<file path="src/dsso_defs.svh">
// Constants for the dual-axis safe shut-off logic
`ifndef DSSO_DEFS_SVH
`define DSSO_DEFS_SVH

`define DSSO_CLOCK_HZ 100000000
`define DSSO_TICK_MS 1
`define DSSO_TICK_CYCLES (`DSSO_CLOCK_HZ / 1000 * `DSSO_TICK_MS)
`define DSSO_TICK_W 17

`define DSSO_DELAY_W 15
`define DSSO_SEL_W 3
`define DSSO_SEL_0S0 3'h0
`define DSSO_SEL_1S4 3'h1
`define DSSO_SEL_2S8 3'h2
`define DSSO_SEL_5S6 3'h3
`define DSSO_SEL_9S8 3'h4
`define DSSO_SEL_30S8 3'h5

// Delays in milliseconds, counted in 1 ms ticks
`define DSSO_DLY_NONE_MS 15'h0000
`define DSSO_DLY_1S4_MS 15'h0578
`define DSSO_DLY_2S8_MS 15'h0af0
`define DSSO_DLY_5S6_MS 15'h15e0
`define DSSO_DLY_9S8_MS 15'h2648
`define DSSO_DLY_30S8_MS 15'h7850

// Time a feedback mismatch may last before it counts as a fault
`define DSSO_FEEDBACK_MS 8'h64
`define DSSO_FEEDBACK_W 8

`define DSSO_IN_SW1 0
`define DSSO_IN_SW2 1
`define DSSO_IN_RST 2
`define DSSO_IN_FB 3
`define DSSO_IN_W 4

`endif

</file>
<file path="src/dsso_pkg.sv">
// Types and delay decoding for the dual-axis safe shut-off logic
`include "dsso_defs.svh"

package dsso_pkg;

   typedef enum logic [1:0] {
      dsso_shutoff = 2'b00,
      dsso_released = 2'b01,
      dsso_stopping = 2'b10
   } dsso_state_type;

   typedef logic [`DSSO_DELAY_W-1:0] dsso_ticks_type;
   typedef logic [`DSSO_SEL_W-1:0] dsso_sel_type;

   // Unknown codes, and the mid step where it is absent, fall back to no delay
   function automatic dsso_ticks_type dsso_delay_ticks(input dsso_sel_type sel,
                                                       input logic allow_mid);
      dsso_ticks_type ticks;
      ticks = `DSSO_DLY_NONE_MS;
      case (sel)
         `DSSO_SEL_1S4: ticks = `DSSO_DLY_1S4_MS;
         `DSSO_SEL_2S8: ticks = `DSSO_DLY_2S8_MS;
         `DSSO_SEL_5S6: ticks = allow_mid ? `DSSO_DLY_5S6_MS : `DSSO_DLY_NONE_MS;
         `DSSO_SEL_9S8: ticks = `DSSO_DLY_9S8_MS;
         `DSSO_SEL_30S8: ticks = `DSSO_DLY_30S8_MS;
         default: ticks = `DSSO_DLY_NONE_MS;
      endcase
      return ticks;
   endfunction

endpackage

</file>
<file path="src/dsso_timer_if.sv">
// Link between an axis controller and its shut-off delay timer
`timescale 1ns/1ps
`include "dsso_defs.svh"

interface dsso_timer_if;
   logic load;
   logic [`DSSO_DELAY_W-1:0] load_ticks;
   logic tick;
   logic expired;

   modport ctrl (
      output load,
      output load_ticks,
      output tick,
      input expired
   );

   modport timer (
      input load,
      input load_ticks,
      input tick,
      output expired
   );
endinterface

</file>
<file path="src/dsso_delay_timer.sv">
// Millisecond countdown for the shut-off output delay
`timescale 1ns/1ps
`include "dsso_defs.svh"

module dsso_delay_timer (
   input wire logic clock,
   input wire logic reset,
   dsso_timer_if.timer port
);
   import dsso_pkg::*;

   dsso_ticks_type count;
   wire counting = (count != `DSSO_DLY_NONE_MS);

   // A load in the same cycle hides the old zero so the caller never sees a stale expiry
   assign port.expired = ~counting & ~port.load;

   always_ff @(posedge clock) begin
      if (reset) begin
         count <= `DSSO_DLY_NONE_MS;
      end else if (port.load) begin
         count <= port.load_ticks;
      end else if (port.tick && counting) begin
         count <= count - 1'b1;
      end
   end
endmodule

</file>
<file path="src/dsso_safe_shutoff.sv">
// Two-axis safe shut-off controller: per-axis release, delayed shut-off and feedback check
//
// Function
// - Both shut-off outputs of an axis are off in the shut-off state and on when released.
// - The two shut-off outputs of an axis always carry the same value.
// - The two diagnostic outputs of an axis follow the shut-off outputs.
// - The two diagnostic outputs of an axis always carry the same value.
// - An open switch input demands shut-off and a closed one permits driving.
// - An axis leaves shut-off only on a closed-to-open edge of its reset input.
// - The feedback input reads the driver state: open is shut off, closed is driving.
// - The two axes run as independent channels with no shared state besides the millisecond tick.
// - The shut-off delay is selectable per axis, and axis B lacks the 5.6 s step.
// - With no delay selected the outputs turn off within 10 ms of a switch opening.
`timescale 1ns/1ps
`include "dsso_defs.svh"

module dsso_safe_shutoff #(
   parameter int TICK_CYCLES = `DSSO_TICK_CYCLES
) (
   input wire logic clock,
   input wire logic reset,
   input wire logic [1:0] switch_in_first,
   input wire logic [1:0] switch_in_second,
   input wire logic [1:0] release_reset_in,
   input wire logic [1:0] drive_state_feedback,
   input wire dsso_pkg::dsso_sel_type delay_select_a,
   input wire dsso_pkg::dsso_sel_type delay_select_b,
   output logic [1:0] shutoff_out_first,
   output logic [1:0] shutoff_out_second,
   output logic [1:0] diag_out_first,
   output logic [1:0] diag_out_second,
   output logic [1:0] axis_shutoff,
   output logic [1:0] driver_shutoff,
   output logic [1:0] feedback_fault
);
   import dsso_pkg::*;

   // Shared millisecond enable; only a time base, no axis state passes through it
   logic [`DSSO_TICK_W-1:0] tick_count;
   logic tick;
   wire tick_wrap = (tick_count == `DSSO_TICK_W'(TICK_CYCLES - 1));
   // Restarts with reset, so both axes see their first tick one period later
   wire [`DSSO_TICK_W-1:0] next_tick_count = tick_wrap ? '0 : tick_count + 1'b1;

   always_ff @(posedge clock) begin
      if (reset) begin
         tick_count <= '0;
         tick <= 1'b0;
      end else begin
         tick_count <= next_tick_count;
         tick <= tick_wrap;
      end
   end

   // Delay selectors come from switches outside this clock domain
   dsso_sel_type sel_meta [2];
   dsso_sel_type sel_sync [2];

   always_ff @(posedge clock) begin
      if (reset) begin
         sel_meta[0] <= `DSSO_SEL_0S0;
         sel_meta[1] <= `DSSO_SEL_0S0;
         sel_sync[0] <= `DSSO_SEL_0S0;
         sel_sync[1] <= `DSSO_SEL_0S0;
      end else begin
         sel_meta[0] <= delay_select_a;
         sel_meta[1] <= delay_select_b;
         sel_sync[0] <= sel_meta[0];
         sel_sync[1] <= sel_meta[1];
      end
   end

   for (genvar axis = 0; axis < 2; axis++) begin : g_axis
      // Each axis owns its inputs, timer and state
      dsso_timer_if tmr ();

      dsso_delay_timer u_timer (
         .clock(clock),
         .reset(reset),
         .port(tmr.timer)
      );

      logic [`DSSO_IN_W-1:0] pin_meta;
      logic [`DSSO_IN_W-1:0] pin;
      logic reset_prev;
      dsso_state_type state;
      dsso_state_type next_state;
      logic drive_on;
      logic fault;
      logic [`DSSO_FEEDBACK_W-1:0] mismatch_ms;

      wire [`DSSO_IN_W-1:0] pin_raw = {drive_state_feedback[axis], release_reset_in[axis],
                                       switch_in_second[axis], switch_in_first[axis]};

      // A closed contact reads as one; driving needs both channels closed
      wire switches_closed = pin[`DSSO_IN_SW1] & pin[`DSSO_IN_SW2];
      wire shutoff_demand = ~switches_closed;
      wire reset_fall = reset_prev & ~pin[`DSSO_IN_RST];
      wire driver_driving = pin[`DSSO_IN_FB];
      // An edge that is refused here is consumed, not held for later
      wire release_ok = reset_fall & switches_closed & ~fault;
      // Axis B gets no mid step; the decoder folds that code to no delay
      wire dsso_ticks_type delay_ticks =
         dsso_delay_ticks(sel_sync[axis], axis == 0);
      wire no_delay = (delay_ticks == `DSSO_DLY_NONE_MS);
      wire next_drive_on = (next_state != dsso_shutoff);
      wire mismatch = (drive_on != driver_driving);
      wire mismatch_full = (mismatch_ms == `DSSO_FEEDBACK_MS);

      // The age saturates, so a long mismatch can never wrap back to zero
      wire mismatch_step = tick & ~mismatch_full;
      wire [`DSSO_FEEDBACK_W-1:0] next_mismatch_ms =
         ~mismatch ? '0 : (mismatch_step ? mismatch_ms + 1'b1 : mismatch_ms);
      wire fault_set = mismatch_full;
      // Clearing needs the driver to report shut off, so a stuck driver stays faulted
      wire fault_clear = (state == dsso_shutoff) & ~driver_driving & reset_fall;

      assign tmr.tick = tick;
      // The delay timer is loaded only when a timed shut-off was asked for
      wire stop_request = (state == dsso_released) & shutoff_demand;
      assign tmr.load = stop_request & ~no_delay;
      assign tmr.load_ticks = delay_ticks;

      always_comb begin
         next_state = state;
         unique case (state)
            dsso_shutoff: begin
               if (release_ok) begin
                  next_state = dsso_released;
               end
            end
            dsso_released: begin
               if (shutoff_demand) begin
                  next_state = no_delay ? dsso_shutoff : dsso_stopping;
               end
            end
            dsso_stopping: begin
               // Reclosing the switches does not cancel a shut-off already under way
               if (tmr.expired) begin
                  next_state = dsso_shutoff;
               end
            end
            default: begin
               next_state = dsso_shutoff;
            end
         endcase
      end

      // First stage feeds only the second
      always_ff @(posedge clock) begin
         if (reset) begin
            pin_meta <= '0;
            pin <= '0;
         end else begin
            pin_meta <= pin_raw;
            pin <= pin_meta;
         end
      end

      // Starts at open so that leaving reset can never look like a release edge
      always_ff @(posedge clock) begin
         if (reset) begin
            reset_prev <= 1'b0;
         end else begin
            reset_prev <= pin[`DSSO_IN_RST];
         end
      end

      // Outputs come from this flop rather than the decode, so they cannot glitch
      always_ff @(posedge clock) begin
         if (reset) begin
            state <= dsso_shutoff;
            drive_on <= 1'b0;
         end else begin
            state <= next_state;
            drive_on <= next_drive_on;
         end
      end

      // Mismatch age in ticks; agreement clears it at once
      always_ff @(posedge clock) begin
         if (reset) begin
            mismatch_ms <= '0;
         end else begin
            mismatch_ms <= next_mismatch_ms;
         end
      end

      // Sticky until a reset edge in shut-off; a faulted axis cannot be released.
      // A set in the same cycle as a clear wins, so a live fault is never lost.
      always_ff @(posedge clock) begin
         if (reset) begin
            fault <= 1'b0;
         end else if (fault_set) begin
            fault <= 1'b1;
         end else if (fault_clear) begin
            fault <= 1'b0;
         end
      end

      // One flop feeds every output pair so the channels cannot diverge
      assign shutoff_out_first[axis] = drive_on;
      assign shutoff_out_second[axis] = drive_on;
      assign diag_out_first[axis] = drive_on;
      assign diag_out_second[axis] = drive_on;
      assign axis_shutoff[axis] = ~drive_on;
      // Registered so the status carries no combinational path from the pins
      wire next_driver_shutoff = ~driver_driving;

      always_ff @(posedge clock) begin
         if (reset) begin
            driver_shutoff[axis] <= 1'b1;
            feedback_fault[axis] <= 1'b0;
         end else begin
            driver_shutoff[axis] <= next_driver_shutoff;
            feedback_fault[axis] <= fault;
         end
      end
   end
endmodule

</file>
<file path="config.mk">
export PLATFORM = sky130hd
export DESIGN_NAME = dsso_safe_shutoff
export DESIGN_NICKNAME = d
export VERILOG_FILES = /design/src/dsso_pkg.sv /design/src/dsso_timer_if.sv /design/src/dsso_delay_timer.sv /design/src/dsso_safe_shutoff.sv
export VERILOG_INCLUDE_DIRS = /design/src
export SDC_FILE = /design/constraint.sdc
export NUM_CORES = 1
export LEC_CHECK = 0
export BUFFER_PORTS_ARGS = -buffer_cell sky130_fd_sc_hd__buf_2
export CORE_MARGIN = 5
export CORE_UTILIZATION = 45
export CTS_BUF_LIST = sky130_fd_sc_hd__clkbuf_16
export DETAILED_ROUTE_END_ITERATION = 10
export SETUP_SLACK_MARGIN = 0.2
export SLEW_MARGIN = 20
export SYNTH_ARGS = -nofsm -noshare
export SYNTH_HDL_FRONTEND = slang
export SYNTH_SLANG_ARGS = --single-unit
export TNS_END_PERCENT = 1
</file>
<file path="constraint.sdc">
create_clock -name clock -period 3.3 [get_ports clock]
set_input_delay 0.33 -clock clock [delete_from_list [all_inputs] [get_ports clock]]
set_output_delay 0.33 -clock clock [all_outputs]
set_load 0.02 [all_outputs]
</file>
Word level (Yosys, flattened, before mapping)
Memory sizes are Yosys's and may differ from the RTL's.
Index checks and enable logic that the tools add are counted.

operators by class
  bitwise operators = 44
  reductions and logical operators = 17
  mux-type cells = 27
  equality and inequality tests = 18
  add/sub/neg operators = 5

operators with widths
  kind                   count
  $pmux 15 s5            1
  $mux 15                4
  $pmux 15 s4            1
  $logic_not 15->1       2
  $reduce_bool 15->1     2
  $sub 15x1->15 const B  2
  $and 1x1->1            20
  $not 1->1              20
  $add 17x1->17 const B  1
  $eq 17x17->1 const B   1
  $add 8x1->8 const B    2
  $eq 8x7->1 const B     2
  $mux 2                 8
  $eq 3x3->1 const B     4
  $mux 3                 4
  $pmux 2 s3             2
  $reduce_bool 2->1      6
  $eq 3x2->1 const B     3
  $mux 1                 7
  $eq 3x1->1 const B     2
  $reduce_or 2->1        3
  $eq 2x1->1 const B     2
  $eq 2x2->1 const B     2
  $logic_not 2->1        2
  other kinds (3)        8

storage, ports and cells
  output and inout bits = 14
  bits in writable memories = 12
  memories = 2
  bits in registers = 94

memories
  name      words  bits a word  read ports  clocked after Yosys merged registers in  write ports  RTL line                 source
  sel_meta  2      3            2           0                                        2            dsso_safe_shutoff.sv:56  dsso_sel_type sel_meta [2];
  sel_sync  2      3            2           0                                        2            dsso_safe_shutoff.sv:57  dsso_sel_type sel_sync [2];

Longest topological paths before layout
  depth after elaboration = 10
  gate-level depth with buffers = 9
  gate-level depth less buffers = 7

Hierarchy
A second synthesis with hierarchy kept.

unflattened totals
  cell total of the unflattened synthesis = 567
  area total of the unflattened synthesis = 4968.5 um^2

by module, submodules not included
  module             sequential area each (um^2)  cells each  times used  area each (um^2)
  dsso_safe_shutoff  1521.5                       349         1           3181.8
  dsso_delay_timer   300.3                        109         2           893.4

Worst setup path before layout
Ideal clock, no wire load.

  path type = reg-to-reg
  from = memory sel_sync[0][1] (netlist bit)
  to = register g_axis[0].u_timer.count[4]
  slack = 1.046 ns
  data arrival time = 2.168 ns
  setup time = 0.086 ns
  cell stages (with the launch flop) = 10
  data required time = 3.214 ns
  path through = dfxtp_1 -> clkbuf_1 -> inv_1 -> ha_1 -> clkbuf_1 -> nand2b_1 -> o21ai_0 -> clkbuf_1 -> o211ai_1 -> a211oi_1

RTL lines
  element                 RTL line                 source
  start: declaration      dsso_safe_shutoff.sv:57
  end signal: assignment  dsso_delay_timer.sv:20   count <= `DSSO_DLY_NONE_MS;
  end signal: assignment  dsso_delay_timer.sv:22   count <= port.load_ticks;
  end signal: assignment  dsso_delay_timer.sv:24   count <= count - 1'b1;
  end: declaration        dsso_delay_timer.sv:12   dsso_ticks_type count;

==> reports/qor.yml <==
yosys:
  yosysTopAreaCell: "dfxtp_1"
  synth_top_flop_cell: "dfxtp_1"
  synth.avg_cell_area_um2: 8.75
  yosysTopAreaCellShare_pct: 43.9
  synth_fp_nets: 578
  synth_area_um2: 4830
  syn_inst: 552
  ys_types: 63
  synth-seq-area-share_pct: 43.9
  netlist_top_cells_area: "dfxtp_1 (44%), nor2_1 (4.6%), nor2b_1 (4.3%)"
  synthArstFlopShare_pct: 0
  synth_edf_count: 0
  ys_warn_count: 0
  synth-seq-cells: 106
outcome:
  status: "completed"
cts:
  cts_root_buf: "clkbuf_16"
  clockBufferDepth: 2
  cts_resized: 0
  cts_buffers: 9
  cts_hold_buf: 0
  clock_latency_ps: 350
  cts_tree: "built"
  htree_levels: 3
  cts.sinks: 106
  post_cts.repair.setup_buffers: 0
  clk_pin_slew_worst_paths_ps: 80
routing:
  drc_errors: 0
  drt_pass1_iterations: 4
  postRouteAntennaNets: 0
  routed-via-count: 3838
  wl_per_cell_um: 13.9
  drtIter0Drc: 172
  drt-vias-per-instance: 5.41
  drt_wl_total_mm: 9.87
timing:
  period_minus_slack_ps: 2500
  max_freq_mhz: 400
  rsz0062_at_grt: "false"
  whs_ps: 182
  setup_tns_ps: 0
  worst_pin_slew_ps: 920
  setup_viol: 0
  min_period_over_period_pct: 75.7
  hold_violations: 0
  slew_headroom_pct: 38.2
  skew_ps: 8.55
  finalMaxSlewViolations: 0
power_and_ir_drop:
  ir_drop_v: 0.000249
  leakagePower_uw: 0.00198
  power_density_nw_per_um2: 456
floorplan:
  die-area_um2: 12900
  start_util_pct: 46.4
  die_width_um: 114
  rows: 37
  die_h_um: 114
  io_pins: 30
  core_um2: 10400
critical_path:
  critPathCaptureType: "flop"
  worstPathRequired_ps: 3530
  arrival_ps: 2730
  crit_type: "flop to flop"
  cp-start-kind: "flop"
  crit_fanout: 9
place:
  dpl.hpwl_mm: 6.83
  numPortBuffers: 29
  gp_congestion: 0.878
global_route:
  grt_max_degree: 66
  grt_pass1_wl_mm: 17.1
  grt_use_total_pct: 15.9
  overflow: 0
  grt_pass1_vias: 3712
  antenna_found_initial: 0
hold_path:
  hp-class: "input port to flop"
layout:
  layout_commonest_cell: "dfxtp_1"
  fin_nets: 594
  final_cell_mix: "dfxtp_1 (106), nor2_1 (59), nor2b_1 (33)"
  post_route_cells_drive_above_1_share_pct: 11.5
  area_delta_synth_final_pct: 10.4
  insertedDiodeCount: 0
job:
  drv_cap: 0
power breakdown:
part / switching (uW) / leakage (uW) / internal [uW]
combinational: 43.1 / 0.000975 / 29.6
clock: 514 / 0.000144 / 534
sequential: 12.9 / 0.000861 / 1300
worst max-delay path: stages (launching register included):
cell,delay [ps]
dfxtp_1,530
inv_1,150
ha_1,490
nand2b_1,120
o21ai_0,440
buf_4,250
a221oi_1,90
or2_2,330
final cells by class:
class / instances / area (um2)
fillers: 1011 / 5080
clock inverters: 7 / 71.3
multi-input cells: 394 / 2470
clock buffers: 9 / 225
inverters: 22 / 82.6
well taps: 136 / 170
repair buffers: 35 / 190
flip-flops and latches: 106 / 2120
sequential cells by signal, summed over array words and instances (netlist names), 4 cells and up:
name and cells:
g_axis.pin_meta 8, g_axis.u_timer.count 30, g_axis.state 4, tick_count 17
sel_sync 6, g_axis.pin 8, sel_meta 6, g_axis.mismatch_ms 16
metrics by stage:
step	total power [uW]	util, %	worst slack [ps]	area [um2]	instances
floorplan	1390	-	1050	4830	552
global placement	1410	48.3	920	5040	693
detailed placement	1410	48.3	885	5040	693
CTS	2470	51.2	846	5330	709
global route	2540	51.2	597	5330	709
finish	2430	51.2	802	5330	709
logic make-up after synthesis:
family	count (synthesis)	synth area share, %
AO/OA/AOI/OAI	86	11.9
XOR/XNOR	43	7.80
adder cells (fa/ha/maj)	10	2.59
buffers and inverters	52	4.87
flip-flops	106	43.9
multiplexers	4	0.855
AND/OR/NAND/NOR	251	28.0
final timing paths:
check | slack (ps) | from | depth (start not counted) | to
setup / recovery | 800 | sel_sync[0][1]$_SDFF_PP0_ | 7 | g_axis[0].drive_on$_SDFF_PP0_
hold / removal | 180 | switch_in_second[0] | 2 | g_axis[0].pin_meta[1]$_SDFF_PP0_
setup reg to reg | 800 | sel_sync[0][1]$_SDFF_PP0_ | 7 | g_axis[0].drive_on$_SDFF_PP0_
hold reg to reg | 430 | g_axis[1].pin[3]$_SDFF_PP0_ | 1 | driver_shutoff[1]$_SDFF_PP1_
Yosys cell counts (all sizes together), types with 10 or more instances:
cell type / n
a21oi: 24
buf: 13
clkbuf: 17
dfxtp: 106
ha: 10
inv: 21
nand2: 26
nand3: 23
nand4: 16
nor2: 59
nor2b: 33
nor3: 31
nor4: 13
o21ai: 19
or4: 10
xnor2: 21
xor2: 22
metal layers:
metal  track usage [%]  up-vias  part of all wire [%]
met5                 0        -                     0
met2              25.6       72                    46
met4              4.97        0                   1.3
met3              3.50       10                   3.8
met1              21.3     1782                    49
li1                  -     1974                     -
(Power assumes the default switching activity.)
